### config.mk
export PLATFORM = sky130hd
export DESIGN_NAME = ars_sequencer
export DESIGN_NICKNAME = d
export VERILOG_FILES = /design/src/pkg/ars_pkg.sv /design/src/rtl/ars_sequencer.sv
export SDC_FILE = /design/constraint.sdc
export NUM_CORES = 1
export LEC_CHECK = 0
export ABC_CLOCK_PERIOD_IN_PS = 4600
export BUFFER_PORTS_ARGS = -buffer_cell sky130_fd_sc_hd__buf_2
export CAP_MARGIN = 20
export CORE_MARGIN = 5
export CORE_UTILIZATION = 40
export DETAILED_ROUTE_END_ITERATION = 8
export PLACE_DENSITY = 0.64
export SYNTH_ARGS = -nofsm -noshare
export SYNTH_HDL_FRONTEND = slang
export SYNTH_SLANG_ARGS = --single-unit
export TNS_END_PERCENT = 20
### constraint.sdc
create_clock -name clk -period 4.6 [get_ports clk]
set_input_delay 0.46 -clock clk [delete_from_list [all_inputs] [get_ports clk]]
set_output_delay 0.46 -clock clk [all_outputs]
set_load 0.05 [all_outputs]
### src/pkg/ars_pkg.sv
/*
  ars_pkg: constants, register map, reset values, carrier structs and state type
  for the automatic reclosing sequencer.
  Assumes a 10 MHz clock and settings held in ticks of 10 ms.
*/
// How it works
// RULE_01: up to four shots, each with own single- and multi-phase dead time.
// RULE_02: start source picks trip fall or breaker open to begin dead time.
// RULE_03: dead time expiry issues the close command with no external request.
// RULE_04: reclaim starts at close; pickup during reclaim moves to next shot.
// RULE_05: no pickup before reclaim expiry returns to idle at shot one.
// RULE_06: own block input stops any start and aborts a running sequence.
// RULE_07: pickup starts action timer; no trip before expiry gives dynamic block.
// RULE_08: wait breaker ready up to supervision time, else abort then dynamic block.
// RULE_09: status outputs include an in-progress flag for external logic.
// RULE_10: manual close keeps the sequencer disabled for the blocking time.
// RULE_11: shot count selects none, 1, 1-2, 1-3 or 1-4 shots.
// RULE_12: operation enable switches the whole sequencer on or off.
// RULE_13: device-wide block acts like the own block input.
// RULE_14: outside logic asserts breaker open whenever any pole is open.
// RULE_15: trip assertion starts a timer compared against max start-signal time.
// RULE_16: trip-reset mode: trip held beyond max start time gives dynamic block.
// RULE_17: breaker-open mode: no breaker open during that timer gives dynamic block.
// RULE_18: dead-time delay input holds off dead time, at most the max delay.
// RULE_19: eight dead times, chosen by current shot and trip type.
// RULE_20: first three-phase shot uses special dead time when its select is high.
// RULE_21: close command is a pulse lasting the close pulse time.
// RULE_22: without three-phase trip the single-phase dead times apply.
// RULE_23: once three-phase dead time is used, later shots keep using it.
// RULE_24: dynamic block suppresses closing until its timer ends, then idle.
package ars_pkg;
  localparam int CLK_FREQ_HZ     = 10_000_000;
  localparam int TICK_TIME_MS    = 10;
  localparam int TICK_CYCLES_DEF = CLK_FREQ_HZ / 1000 * TICK_TIME_MS;
  localparam int TIME_W          = 20;
  localparam int MAX_SHOTS       = 4;
  localparam int NUM_TIMES       = 17;
  localparam int ADDR_W          = 8;

  // time setting indices, each setting in 10 ms ticks
  localparam int T_RECLAIM = 0;
  localparam int T_CLOSE   = 1;
  localparam int T_DYNBLK  = 2;
  localparam int T_MANBLK  = 3;
  localparam int T_ACTION  = 4;
  localparam int T_MAXST   = 5;
  localparam int T_DTDEL   = 6;
  localparam int T_CBSUP   = 7;
  localparam int T_1PH1    = 8;
  localparam int T_3PH1    = 12;
  localparam int T_SPECIAL = 16;

  // word indices (haddr bits above 1:0): ctrl, status, then one word per time setting
  localparam int IDX_CTRL      = 0;
  localparam int IDX_STATUS    = 1;
  localparam int IDX_TIME_BASE = 2;

  localparam int CTRL_OP_BIT    = 0;
  localparam int CTRL_SHOTS_LSB = 1;
  localparam int CTRL_SHOTS_W   = 3;
  localparam int CTRL_SRC_BIT   = 4;
  localparam int CTRL_W         = 5;
  localparam logic [CTRL_W-1:0] CTRL_RESET = 5'h03;

  localparam int ST_STATE_LSB = 0;
  localparam int ST_SHOT_LSB  = 4;
  localparam int ST_RUN_BIT   = 8;
  localparam int ST_DYN_BIT   = 9;
  localparam int ST_3PH_BIT   = 10;
  localparam int ST_CLOSE_BIT = 11;
  localparam int ST_NRDY_BIT  = 12;

  localparam logic [TIME_W-1:0] TIME_RESET [NUM_TIMES] = '{
    20'h000C8, 20'h0000A, 20'h00096, 20'h00064, 20'h00064, 20'h00064, 20'h0012C, 20'h00064,
    20'h00064, 20'h000C8, 20'h0012C, 20'h00190,
    20'h00032, 20'h0003C, 20'h00046, 20'h00050,
    20'h00064};

  typedef struct packed {
    logic tripIn;
    logic threePhaseTripIn;
    logic breakerOpenIn;
    logic breakerReadyIn;
    logic blockIn;
    logic deviceBlockIn;
    logic manualCloseIn;
    logic deadTimeDelayIn;
    logic specialDeadTimeSelectIn;
    logic protectionPickupIn;
  } ars_inputs_t;

  typedef struct packed {
    logic       closeCmd;
    logic       inProgress;
    logic       dynBlocked;
    logic       notReady;
    logic       threePhaseUsed;
    logic [2:0] shot;
  } ars_status_t;

  typedef enum {
    ST_IDLE, ST_ACTION, ST_TRIP, ST_DELAY, ST_DEAD, ST_CBWAIT, ST_RECLAIM, ST_DYNBLK, ST_MANBLK
  } ars_state_t;
endpackage

### src/rtl/ars_sequencer.sv
/*
  ars_sequencer: automatic reclosing sequencer with an AHB-Lite register slave.
  Assumes all line inputs come from other logic or pins, asynchronous to clk,
  and a single AHB-Lite master doing single word transfers.
*/
// Added by the designer: the address map and the AHB-Lite register port.
`timescale 1ns/1ps
`default_nettype none
module ars_sequencer
  import ars_pkg::*;
#(
  parameter int TICK_CYCLES = TICK_CYCLES_DEF
)(
  input  wire logic              clk,
  input  wire logic              rst_b,
  input  wire logic              hsel,
  input  wire logic [31:0]       haddr,
  input  wire logic [1:0]        htrans,
  input  wire logic              hwrite,
  input  wire logic [2:0]        hsize,
  input  wire logic [31:0]       hwdata,
  input  wire logic              hready,
  output logic                   hreadyout,
  output logic [31:0]            hrdata,
  output logic                   hresp,
  input  wire ars_inputs_t       linesIn,
  output ars_status_t            statusOut
);
  if (TICK_CYCLES < 1)
  begin : gBadTick
    $error("TICK_CYCLES must be at least 1");
  end

  localparam int TICK_W = $clog2(TICK_CYCLES + 1);

  // input synchroniser
  ars_inputs_t syncAReg;
  ars_inputs_t syncBReg;
  ars_inputs_t in;

  // tick divider
  logic [TICK_W-1:0] tickCntReg;
  logic              tick;

  // settings
  logic [CTRL_W-1:0] ctrlReg;
  logic [TIME_W-1:0] timeReg [NUM_TIMES];

  // bus
  logic              wrPendReg;
  logic [ADDR_W-3:0] wrIdxReg;
  logic              rdWaitReg;
  logic [ADDR_W-3:0] rdIdxReg;
  logic [31:0]       hrdataReg;
  logic              accept;
  logic [ADDR_W-3:0] addrIdx;
  logic [31:0]       readWord;
  logic [31:0]       statusWord;

  // sequencer
  ars_state_t        stateReg;
  ars_state_t        stateNext;
  logic [1:0]        shotReg;
  logic [1:0]        shotNext;
  logic              threePhReg;
  logic              threePhNext;
  logic [TIME_W-1:0] timerReg;
  logic [TIME_W-1:0] closeTimerReg;
  logic              closeActiveReg;
  logic              issueClose;
  logic              restart;
  logic              halt;
  logic              srcBreaker;
  logic [2:0]        shotLimit;
  logic [2:0]        shotSel;
  logic [4:0]        deadSel;
  logic              closeDone;
  ars_status_t       statusReg;

  function automatic logic expired(input logic [TIME_W-1:0] cnt, input logic [TIME_W-1:0] lim);
    expired = (cnt >= lim);
  endfunction

  function automatic logic [4:0] deadIndex(input logic [1:0] shot, input logic threePh, input logic special);
    logic [4:0] idx;
    idx = 5'(T_1PH1) + {3'h0, shot};                                       // see RULE_22
    if (threePh)
    begin
      idx = 5'(T_3PH1) + {3'h0, shot};
      if (shot == 2'h0 && special)
      begin
        idx = 5'(T_SPECIAL);                                               // see RULE_20
      end
    end
    deadIndex = idx;
  endfunction

  function automatic logic timeIdx(input logic [ADDR_W-3:0] idx);
    timeIdx = (idx >= (ADDR_W-2)'(IDX_TIME_BASE)) && (idx < (ADDR_W-2)'(IDX_TIME_BASE + NUM_TIMES));
  endfunction

  // every line input passes two flops before it is looked at
  always_ff @(posedge clk or negedge rst_b)
  begin
    if (!rst_b)
    begin
      syncAReg <= '0;
      syncBReg <= '0;
    end
    else
    begin
      syncAReg <= linesIn;
      syncBReg <= syncAReg;
    end
  end
  assign in = syncBReg;

  // all timing runs on a 10 ms enable so one counter width covers every setting
  always_ff @(posedge clk or negedge rst_b)
  begin
    if (!rst_b)
      tickCntReg <= '0;
    else if (tick)
      tickCntReg <= '0;
    else
      tickCntReg <= tickCntReg + 1'b1;
  end
  assign tick = (tickCntReg == TICK_W'(TICK_CYCLES - 1));

  // ---------------- AHB-Lite slave ----------------
  // writes are zero wait; reads take one wait state so hrdata comes from a flop
  // and also sees a write committed just before it
  assign accept    = hsel && hready && htrans[1];
  assign addrIdx   = haddr[ADDR_W-1:2];
  assign hreadyout = !rdWaitReg;
  assign hresp     = 1'b0;
  assign hrdata    = hrdataReg;

  assign statusWord = {19'h0,
                       statusReg.notReady,
                       closeActiveReg,
                       statusReg.threePhaseUsed,
                       statusReg.dynBlocked,
                       statusReg.inProgress,                               // see RULE_09
                       1'b0, statusReg.shot,
                       4'(stateReg)};

  assign readWord = (rdIdxReg == (ADDR_W-2)'(IDX_CTRL))   ? {27'h0, ctrlReg} :
                    (rdIdxReg == (ADDR_W-2)'(IDX_STATUS)) ? statusWord :
                    timeIdx(rdIdxReg) ? {12'h0, timeReg[5'(rdIdxReg - (ADDR_W-2)'(IDX_TIME_BASE))]} :
                    32'h0000_0000;

  always_ff @(posedge clk or negedge rst_b)
  begin
    if (!rst_b)
    begin
      wrPendReg <= 1'b0;
      wrIdxReg  <= '0;
      rdWaitReg <= 1'b0;
      rdIdxReg  <= '0;
      hrdataReg <= 32'h0000_0000;
    end
    else
    begin
      wrPendReg <= accept && hwrite;
      rdWaitReg <= accept && !hwrite;
      if (accept)
      begin
        wrIdxReg <= addrIdx;
        rdIdxReg <= addrIdx;
      end
      if (rdWaitReg)
        hrdataReg <= readWord;
    end
  end

  always_ff @(posedge clk or negedge rst_b)
  begin
    if (!rst_b)
    begin
      ctrlReg <= CTRL_RESET;
      for (int i = 0; i < NUM_TIMES; i++)
        timeReg[i] <= TIME_RESET[i];
    end
    else if (wrPendReg)
    begin
      if (wrIdxReg == (ADDR_W-2)'(IDX_CTRL))
        ctrlReg <= hwdata[CTRL_W-1:0];
      else if (timeIdx(wrIdxReg))
        timeReg[5'(wrIdxReg - (ADDR_W-2)'(IDX_TIME_BASE))] <= hwdata[TIME_W-1:0];
    end
  end

  // ---------------- sequencer ----------------
  assign shotSel    = ctrlReg[CTRL_SHOTS_LSB +: CTRL_SHOTS_W];
  assign shotLimit  = (shotSel > 3'(MAX_SHOTS)) ? 3'(MAX_SHOTS) : shotSel;  // see RULE_11
  assign srcBreaker = ctrlReg[CTRL_SRC_BIT];                                // see RULE_02
  assign halt       = !ctrlReg[CTRL_OP_BIT]                                 // see RULE_12
                      || in.blockIn                                         // see RULE_06
                      || in.deviceBlockIn                                   // see RULE_13
                      || (shotLimit == 3'h0);                               // see RULE_11
  assign deadSel    = deadIndex(shotReg, threePhReg, in.specialDeadTimeSelectIn);   // see RULE_19
  assign closeDone  = !closeActiveReg;

  always_comb
  begin
    stateNext   = stateReg;
    shotNext    = shotReg;
    threePhNext = threePhReg;
    restart     = 1'b0;
    issueClose  = 1'b0;
    if (in.manualCloseIn)
    begin
      // held manual close keeps restarting the blocking time
      stateNext   = ST_MANBLK;                                              // see RULE_10
      restart     = 1'b1;
      shotNext    = 2'h0;
      threePhNext = 1'b0;
    end
    else if (halt && stateReg != ST_MANBLK)
    begin
      stateNext   = ST_IDLE;                                                // see RULE_06
      shotNext    = 2'h0;
      threePhNext = 1'b0;
    end
    else
    begin
      case (stateReg)
        ST_IDLE:
        begin
          shotNext    = 2'h0;
          threePhNext = 1'b0;
          if (in.tripIn)
            stateNext = ST_TRIP;
          else if (in.protectionPickupIn)
            stateNext = ST_ACTION;                                          // see RULE_07
        end
        ST_ACTION:
        begin
          if (in.tripIn)
            stateNext = ST_TRIP;
          else if (expired(timerReg, timeReg[T_ACTION]))
            stateNext = ST_DYNBLK;                                          // see RULE_07
        end
        ST_TRIP:
        begin
          // trip type is gathered while the trip stands; never cleared mid-sequence
          threePhNext = threePhReg || in.threePhaseTripIn;                  // see RULE_23
          if (srcBreaker ? in.breakerOpenIn : !in.tripIn)
            stateNext = ST_DELAY;                                           // see RULE_02
          else if (expired(timerReg, timeReg[T_MAXST]))
            stateNext = ST_DYNBLK;                                          // see RULE_15 see RULE_16 see RULE_17
        end
        ST_DELAY:
        begin
          if (!in.deadTimeDelayIn || expired(timerReg, timeReg[T_DTDEL]))
            stateNext = ST_DEAD;                                            // see RULE_18
        end
        ST_DEAD:
        begin
          if (expired(timerReg, timeReg[deadSel]))
            stateNext = ST_CBWAIT;                                          // see RULE_01 see RULE_03
        end
        ST_CBWAIT:
        begin
          if (in.breakerReadyIn)
          begin
            stateNext  = ST_RECLAIM;                                        // see RULE_03
            issueClose = 1'b1;
          end
          else if (expired(timerReg, timeReg[T_CBSUP]))
            stateNext = ST_DYNBLK;                                          // see RULE_08
        end
        ST_RECLAIM:
        begin
          if (in.protectionPickupIn || in.tripIn)
          begin
            if (3'(shotReg) + 3'h1 < shotLimit)
            begin
              shotNext  = shotReg + 2'h1;                                   // see RULE_04
              stateNext = in.tripIn ? ST_TRIP : ST_ACTION;
            end
            else
              stateNext = ST_DYNBLK;
          end
          else if (expired(timerReg, timeReg[T_RECLAIM]) && closeDone)
          begin
            // reclaim is stretched until the close pulse has ended
            stateNext   = ST_IDLE;                                          // see RULE_05
            shotNext    = 2'h0;
            threePhNext = 1'b0;
          end
        end
        ST_DYNBLK:
        begin
          if (expired(timerReg, timeReg[T_DYNBLK]))
          begin
            stateNext   = ST_IDLE;                                          // see RULE_24
            shotNext    = 2'h0;
            threePhNext = 1'b0;
          end
        end
        ST_MANBLK:
        begin
          if (expired(timerReg, timeReg[T_MANBLK]))
            stateNext = ST_IDLE;                                            // see RULE_10
        end
        default:
        begin
          stateNext = ST_IDLE;
        end
      endcase
    end
  end

  always_ff @(posedge clk or negedge rst_b)
  begin
    if (!rst_b)
    begin
      stateReg   <= ST_IDLE;
      shotReg    <= 2'h0;
      threePhReg <= 1'b0;
    end
    else
    begin
      stateReg   <= stateNext;
      shotReg    <= shotNext;
      threePhReg <= threePhNext;
    end
  end

  // one shared state timer, saturating so a long wait cannot wrap to a false expiry
  always_ff @(posedge clk or negedge rst_b)
  begin
    if (!rst_b)
      timerReg <= '0;
    else if (restart || stateNext != stateReg)
      timerReg <= '0;
    else if (tick && timerReg != '1)
      timerReg <= timerReg + 1'b1;
  end

  // close pulse timer; the pulse starts on the edge the sequencer leaves breaker wait
  always_ff @(posedge clk or negedge rst_b)
  begin
    if (!rst_b)
    begin
      closeActiveReg <= 1'b0;
      closeTimerReg  <= '0;
    end
    else if (stateNext == ST_DYNBLK || stateNext == ST_IDLE || stateNext == ST_MANBLK)
    begin
      closeActiveReg <= 1'b0;                                               // see RULE_24
      closeTimerReg  <= '0;
    end
    else if (issueClose)
    begin
      closeActiveReg <= 1'b1;                                               // see RULE_03
      closeTimerReg  <= '0;
    end
    else if (closeActiveReg)
    begin
      if (expired(closeTimerReg, timeReg[T_CLOSE]))
        closeActiveReg <= 1'b0;                                             // see RULE_21
      else if (tick)
        closeTimerReg <= closeTimerReg + 1'b1;
    end
  end

  // status flops follow the next state so they line up with the state register
  always_ff @(posedge clk or negedge rst_b)
  begin
    if (!rst_b)
      statusReg <= '0;
    else
    begin
      statusReg.inProgress     <= (stateNext == ST_TRIP) || (stateNext == ST_DELAY) ||
                                  (stateNext == ST_DEAD) || (stateNext == ST_CBWAIT) ||
                                  (stateNext == ST_RECLAIM);                // see RULE_09
      statusReg.dynBlocked     <= (stateNext == ST_DYNBLK);
      statusReg.notReady       <= (stateNext == ST_MANBLK);
      statusReg.threePhaseUsed <= threePhNext;
      statusReg.shot           <= (stateNext == ST_IDLE) ? 3'h0 : 3'(shotNext) + 3'h1;
      statusReg.closeCmd       <= 1'b0;
    end
  end

  always_comb
  begin
    statusOut          = statusReg;
    statusOut.closeCmd = closeActiveReg;
  end

  // the far side keeps breaker open high while any pole is open; only its level is used here
  // see RULE_14
  logic unusedSize;
  assign unusedSize = ^hsize;

endmodule // ars_sequencer
`default_nettype wire

==> impl_results.md, run 1 <==
- Synth warnings: 0
- DRC viols: 0
- Initial antenna violation count: 2
- Crit start category: flop
- Least-Margin Pin Slew: about 0.99 ns
- Worst vdd ir: 0.284 mV
- Number of global-route vias before repair: between 20k and 25k
- P per Cell Area: about 370 nW/µm²
- Iter 0 DRT Violations: 1776
- Starting Density: 0.401
- Setup skew after layout: about 0.026 ns
- FF-to-FF setup slack: approximately 0.26 ns
- Routability Congestion: between 0.9 and 1
- Clk root buf: clkbuf_16
- CTS clk-pin slew, worst paths: approximately 0.060 ns
- Area delta synth->final: 13.4%
- Slew HR: 0.340
- H-tree lvl count: 2
- Largest net degree at the start of global routing: ~120
- First-pass GRT wire length: approximately 120000 µm
- WHS: about 0.076 ns
- Synth Register Bits: ~490
- CP Capture Type: flop
- RSZ-0062 raised after global routing: false
- Setup ws final: approximately 0.26 ns
- Inserted Clock Buffers: 56
- Largest cells by area after synthesis: dfrtp_1 (39%), mux2_2 (11%), ha_1 (8.4%)
- Die Area: between 70000 and 80000 µm²
- Max_cap viols: 0
- Asr flop ratio synth: 1.00
- Setup CP Type: reg -> reg
- Outcome: finished clean
- Leak pwr: around 15 nW
- Via density per instance: roughly 5.7
- Final-report setup violation count: 0
- Drt pass-1 iters: 5
- Fin crit period: around 4.3 ns
- Register area share after synthesis: 0.442
- Layout Cells excl Fill: 3553
- DP Cell Count: between 3k and 4k
- Chip height: about 270 µm
- DP HPWL: around 56000 µm
- Setup Buffers After CTS: 0
- Most numerous cell in the Yosys netlist: dfrtp_1
- Num ports: between 100 and 150
- Grt total ovfl: 0
- Hold WC Path Type: in -> reg
- Rows: 97
- Sum Neg Setup Slack: 0 ns
- Port-buffer cells: 70
- Crit Path Max Fanout: 16
- CTS tree: built
- Share of the synthesized area in the top cell type: 0.391
- CORE AREA: 69800 µm²
- Clk buf depth: 3
- Worst EP arrival: between 4 and 5 ns
- Synth Instances: 2481
- Insertion delay to the later sink of the worst-skew pair: 0.62 ns
- EDFF count, synth: 0
- Die Wd: 275 µm
- WL final: 78900 µm
- Final-stage net count: around 2.8k
- CP Data Required Time: between 5 and 6 ns
- Pre-CTS WS: 0.0245 ns
- Syn_area_per_cell: ~11 µm²
- Clock sink total: 492
- Leading area contributor after synthesis: dfrtp_1
- Max Slew Vio Count: 0
- Top_reg_cell synth: dfrtp_1
- Cell Area, Synth: approximately 28000 µm²
- Top post-synthesis cells by count: dfrtp_1 (437), mux2_2 (272), ha_1 (189)
- Avg WL per Cell: 22.2 µm
- Yosys cell types: 81
- Total number of vias: between 20k and 25k
- Layout cell share with drive strength beyond 1: 0.280
- Endpoints failing hold: 0
- Tot GR Track Use: 0.208
- Max Fclk: 230 MHz
- ANT nets after route: 0
- FILL cells: around 6.3k
- Period utilization: 0.944
flip-flops by register name, summed over array words and instances (netlist names):
signal	count
timerReg	20
timeReg	340
stateReg	32
closeActiveReg	1
in	10
wrPendReg	1
ctrlReg	5
rdWaitReg	1
statusOut	7
closeTimerReg	20
rdIdxReg	6
hrdata	20
tickCntReg	17
syncAReg	10
shotReg	2
cells in the final DEF (no fill, tap or decap), types with 9 or more instances in the layout:
| cell type | synthesis | final |
|---|---|---|
| mux2i_1 | 48 | 46 |
| nor2_2 | 0 | 9 |
| dlygate4sd3_1 | 0 | 12 |
| conb_1 | 1 | 41 |
| clkbuf_8 | 0 | 10 |
| o21a_1 | 15 | 15 |
| clkbuf_1 | 113 | 10 |
| a211oi_1 | 43 | 38 |
| nor3_2 | 20 | 21 |
| ha_1 | 189 | 189 |
| nor4_1 | 31 | 31 |
| o22ai_1 | 49 | 49 |
| o21ai_0 | 124 | 124 |
| mux4_2 | 86 | 86 |
| clkbuf_16 | 0 | 57 |
| nor2_1 | 72 | 63 |
| nand3_1 | 43 | 42 |
| a21oi_1 | 99 | 99 |
| dfstp_2 | 55 | 55 |
| and3_1 | 16 | 16 |
| xnor2_1 | 39 | 38 |
| a21o_1 | 29 | 29 |
| or3_1 | 11 | 11 |
| buf_2 | 7 | 69 |
| nor2b_1 | 25 | 25 |
| buf_4 | 17 | 65 |
| o221ai_1 | 15 | 15 |
| nand2b_1 | 13 | 13 |
| inv_1 | 179 | 179 |
| clkinv_2 | 0 | 16 |
| xor2_1 | 15 | 15 |
| mux2_2 | 272 | 272 |
| nor3_1 | 33 | 32 |
| nand4_1 | 26 | 26 |
| nor4_2 | 23 | 23 |
| dfrtp_1 | 437 | 434 |
| nand2_1 | 182 | 182 |
per-layer routing:
metal / vias to the layer above / track usage / wire length, µm
li1: 9214 / - / -
met4: 2 / 0.0644 / 2380
met5: - / 0 / 13
met1: 10329 / 0.284 / 33500
met3: 153 / 0.0332 / 5310
met2: 728 / 0.344 / 37700
final cells by class:
cell class                      instances  area, µm²  share of cell area
Timing Repair Buffer                  156       1140              0.0359
Tap cell                              940       1180              0.0370
Sequential cell                       492      12400               0.390
Antenna cell                            1       2.50           0.0000788
Clock inverter                         26        307             0.00966
Multi-Input combinational cell       1681      14500               0.455
Inverter                              180        676              0.0213
Clock buffer                           77       1600              0.0504
power by group:
| part | switching [mW] | internal (mW) |
|---|---|---|
| Combinational | 1.27 | 0.797 |
| Clock | 1.87 | 2.77 |
| Sequential | 0.246 | 4.68 |
worst max-delay path, stage by stage, from the launching register on:
cell and delay (ns):
dfrtp_1 0.39, inv_1 0.16, ha_1 0.20, nand3_1 0.14, nand2_1 0.22, buf_4 0.28, a211oi_1 0.09, a311oi_2 0.35
a211oi_2 0.07, ha_1 0.31, a21oi_1 0.13, o21ai_0 0.12, a22oi_2 0.28, a21oi_1 0.10, a311oi_1 0.28, buf_4 0.18
nand3_2 0.13, buf_4 0.19, o31ai_2 0.31, buf_4 0.18, a21oi_1 0.06
path summary, 6_finish.rpt:
| path | from | endpoint | cells past startpoint |
|---|---|---|---|
| setup / recovery | shotReg[1] | statusOut[0] | 20 |
| hold / removal | haddr[2] | rdIdxReg[0] | 2 |
| setup reg to reg | shotReg[1] | statusOut[0] | 20 |
| hold reg to reg | syncAReg[8] | in[8] | 0 |
| max in group asynchronous | rst_b | timeReg[53] | 3 |
| min in group asynchronous | rst_b | timeReg[316] | 2 |
logic make-up after synthesis:
family	count (synthesis)	share of synthesized area
AND/OR/NAND/NOR	531	0.102
flip-flops	492	0.442
AO/OA/AOI/OAI	457	0.106
multiplexers	409	0.197
buffers and inverters	348	0.0508
adder cells (fa/ha/maj)	189	0.0845
XOR/XNOR	54	0.0169
other	1	0.000134
metrics by stage:
step	cell area, µm²	total power, mW	util
2_1_floorplan	28200	6.31	-
3_3_place_gp	29700	6.96	0.425
3_5_place_dp	29700	7.03	0.425
4_1_cts	31700	11.7	0.454
5_1_grt	31700	12.1	0.455
6_report	31700	11.6	0.455
repair_timing:
| action | CTS | global route |
|---|---|---|
| gates resized for setup | 1 | 9 |
| hold buffers | 12 | 0 |
| setup endpoints to repair | 3 | 28 |
| pin swaps | 0 | 0 |
| endpoints found under the hold margin | 12 | 0 |
No activity file was read; power rests on OpenSTA's default activity.
==> run 2, diff against run 1 <==
==> constraint.sdc (replaced) <==
create_clock -name clk -period 4.6 [get_ports clk]
set_input_delay 0.46 -clock clk [delete_from_list [all_inputs] [get_ports clk]]
set_output_delay 0.46 -clock clk [all_outputs]
set_load 0.005 [all_outputs]
==> run 2 against run 1 <==
Flip-flop and latch count did not move. Hold slack worse by 0.0033 ns. Combinational power shrank 10%. Critical endpoint is now statusOut[1]. Largest cell class unchanged.
==> impl_results.md, run 2 (synthesis results as in run 1) <==
- Comb power frac: 0.164 (was 0.177)
- Port-buffer cells: 70 (unchanged)
- Pre-CTS WS: 0.0836 ns (was 0.0245 ns)
- Period utilization: 0.958 (was 0.944)
- Leak pwr: 14.5 nW (about the same)
- Max Slew Vio Count: 0 (unchanged)
- ANT nets after route: 0 (unchanged)
- Num ports: 126 (unchanged)
- Routability Congestion: 0.930 (was 0.927)
- Worst EP arrival: 4.88 ns (was 4.82 ns)
- Rows: 97 (unchanged)
- Area delta synth->final: 13.2% (was 13.4%)
- Total number of vias: 20.5k (was 20.4k)
- Sum Neg Setup Slack: 0 ns (unchanged)
- Endpoints failing hold: 0 (unchanged)
- RR Startpoint: shotReg[0] (was shotReg[1])
- CP Cell Sequence: clkinv_1 -> ha_1 -> nand3_1 -> nand2_1 -> buf_4 -> a211oi_1 -> a211oi_1 -> a211oi_1 -> ha_1 -> a21oi_1 -> o21ai_0 -> a22oi_2 -> a21oi_1 -> a311oi_1 -> buf_4 -> nand3_1 -> buf_4 -> o31ai_2 -> buf_4 -> a21boi_1 (was inv_1 -> ha_1 -> nand3_1 -> nand2_1 -> buf_4 -> a211oi_1 -> a311oi_2 -> a211oi_2 -> ha_1 -> a21oi_1 -> o21ai_0 -> a22oi_2 -> a21oi_1 -> a311oi_1 -> buf_4 -> nand3_2 -> buf_4 -> o31ai_2 -> buf_4 -> a21oi_1)
- Clock sink total: 492 (unchanged)
- Setup ws final: 0.192 ns (was 0.256 ns)
- Reg power frac: 0.436 (was 0.424)
- PnR Total Power: 11.3 mW (was 11.6 mW)
- Starting Density: 0.401 (unchanged)
- Max Fclk: 227 MHz (was 230 MHz)
- Worst hold path cell count: 2 (unchanged)
- Crit start category: flop (unchanged)
- Layout cell share with drive strength beyond 1: 0.278 (was 0.280)
- Commonest non-fill, non-tap cell in the layout: dfrtp_1 (unchanged)
- Drt pass-1 iters: 5 (unchanged)
- Final-report setup violation count: 0 (unchanged)
- Reg2reg end: statusOut[1] (was statusOut[0])
- Iter 0 DRT Violations: 1670 (was 1776)
- P per Cell Area: 356 nW/µm² (was 366 nW/µm²)
- Setup skew after layout: 0.0214 ns (was 0.0262 ns)
- Commonest cells after routing, fill and taps aside: dfrtp_1 (434), mux2_2 (272), ha_1 (189) (unchanged)
- Fin crit period: 4.41 ns (was 4.34 ns)
- Tot GR Track Use: 0.208 (about the same)
- FF-to-FF setup slack: 0.19 ns (was 0.26 ns)
- Slew HR: 0.300 (was 0.340)
- RSZ-0062 raised after global routing: false (unchanged)
- H-tree lvl count: 2 (unchanged)
- Setup CP Type: reg -> reg (unchanged)
- Chip height: 275 µm (unchanged)
- WL final: 78500 µm (was 78900 µm)
- CORE AREA: 69800 µm² (unchanged)
- Outcome: finished clean (unchanged)
- Avg WL per Cell: 22.1 µm (was 22.2 µm)
- FILL cells: 6282 (was 6312)
- DRC viols: 0 (unchanged)
- Max reg flops: 340 (unchanged)
- DP HPWL: 55500 µm (was 55700 µm)
- Sw Ratio: 0.280 (was 0.291)
- Die Wd: 275 µm (unchanged)
- CP Capture Type: flop (unchanged)
- First-pass GRT wire length: 123000 µm (was 124000 µm)
- Regs by FF count: timeReg x340, stateReg x32 (unchanged)
- ANT cells: 0 (was 1)
- Clk network pwr share: 0.400 (was 0.399)
- Least-Margin Pin Slew: 1.05 ns (was 0.990 ns)
- Inserted Clock Buffers: 57 (was 56)
- Max_cap viols: 0 (unchanged)
- Initial antenna violation count: 1 (was 2)
- Crit path top cell by count: buf_4 (unchanged)
- CP max-delay cell: dfrtp_4 (was dfrtp_1)
- Clk root buf: clkbuf_16 (unchanged)
- Number of global-route vias before repair: 21.4k (was 21.1k)
- CTS clk-pin slew, worst paths: 0.06 ns (about the same)
- Design area: 31700 µm² (about the same)
- Placed Area: 29700 µm² (unchanged)
- Worst vdd ir: 0.293 mV (was 0.284 mV)
- P_sw: 3.16 mW (was 3.38 mW)
- Crit Path Max Fanout: 16 (unchanged)
- Clk buf depth: 3 (unchanged)
- Grt total ovfl: 0 (unchanged)
- Die Area: 75400 µm² (unchanged)
- Hold Startpoint: haddr[6] (was haddr[2])
- R2R depth: 20 (unchanged)
- Hold EP: rdIdxReg[4] (was rdIdxReg[0])
- CTS tree: built (unchanged)
- P_int: 8.12 mW (was 8.25 mW)
- Largest register by flop count: timeReg (unchanged)
- Hold WC Path Type: in -> reg (unchanged)
- CP Data Required Time: 5.08 ns (about the same)
- Max incr delay on CP: 0.45 ns (was 0.39 ns)
- Largest net degree at the start of global routing: 122 (unchanged)
- Final-stage net count: 2841 (was 2840)
- Via density per instance: 5.76 (was 5.75)
- Insertion delay to the later sink of the worst-skew pair: 0.62 ns (about the same)
-- run 2: cell types whose count changed in the layout (fill, tap and decap cells not counted), sizes merged --
| cell | before | now |
|---|---|---|
| diode | 1 | 0 |
| clkbuf | 77 | 81 |
| inv | 181 | 180 |
| clkinvlp | 2 | 6 |
| bufinv | 6 | 4 |
-- run 2: per-stage QoR --
step / hold slack, ns / std cells / util
final: 0.0726 / 3557 / 0.454
after global routing: 0.0515 / 3557 / 0.454
after CTS: 0.0460 / 3557 / 0.454
after detailed placement: 0.335 / 3437 / 0.425
after global placement: 0.339 / 3436 / 0.425
after floorplan: 0.164 / 2521 / -
-- run 2: worst max path at each step --
stage,from,endpoint,cells past startpoint
finish,shotReg[0],statusOut[1],20
global route,shotReg[0],statusOut[1],20
CTS,shotReg[0],statusOut[1],19
detailed placement,shotReg[0],statusOut[1],19
global placement,shotReg[0],statusOut[2],19
floorplan,shotReg[1],closeTimerReg[0],20
-- run 2: power by group through the flow --
| stage | clock [mW] | sequential, mW | combinational, mW |
|---|---|---|---|
| floorplan | 0 | 4.90 | 1.20 |
| global placement | 0 | 4.97 | 1.78 |
| CTS | 4.60 | 4.92 | 1.84 |
| detailed placement | 0 | 4.99 | 1.82 |
| finish | 4.51 | 4.93 | 1.85 |
| global route | 4.78 | 4.96 | 2.01 |
-- run 2: final cells by class --
cell class	count	area, µm²	share of cell area
Multi-Input combinational cell	1681	14400	0.456
Sequential cell	492	12400	0.391
Clock buffer	81	1600	0.0504
Tap cell	940	1180	0.0371
Timing Repair Buffer	156	1140	0.0358
Inverter	180	676	0.0213
Clock inverter	27	277	0.00873
-- run 2: critical path: cells and delay by family, from the launching register on --
| kind | cells | cell delay (ns) |
|---|---|---|
| AOI/OAI and AO/OA | 10 | 1.88 |
| buffers and inverters | 5 | 0.92 |
| adders and majority gates | 2 | 0.52 |
| DFF | 1 | 0.45 |
| and+or+nand+nor | 3 | 0.50 |
-- run 2: layer usage --
layer | vias to the layer above | global-route usage | share of wire
met3 | 166 | 0.0369 | 0.067
met5 | - | 0 | 0
met4 | 0 | 0.0778 | 0.038
li1 | 9207 | - | -
met1 | 10396 | 0.280 | 0.42
met2 | 726 | 0.338 | 0.47
-- run 2: timing repair --
item,in CTS,in global routing
endpoints found under the hold margin,12,0
buffers inserted,0,0
gates resized for setup,0,6
hold buffers,12,0
endpoints found under the setup margin,0,31
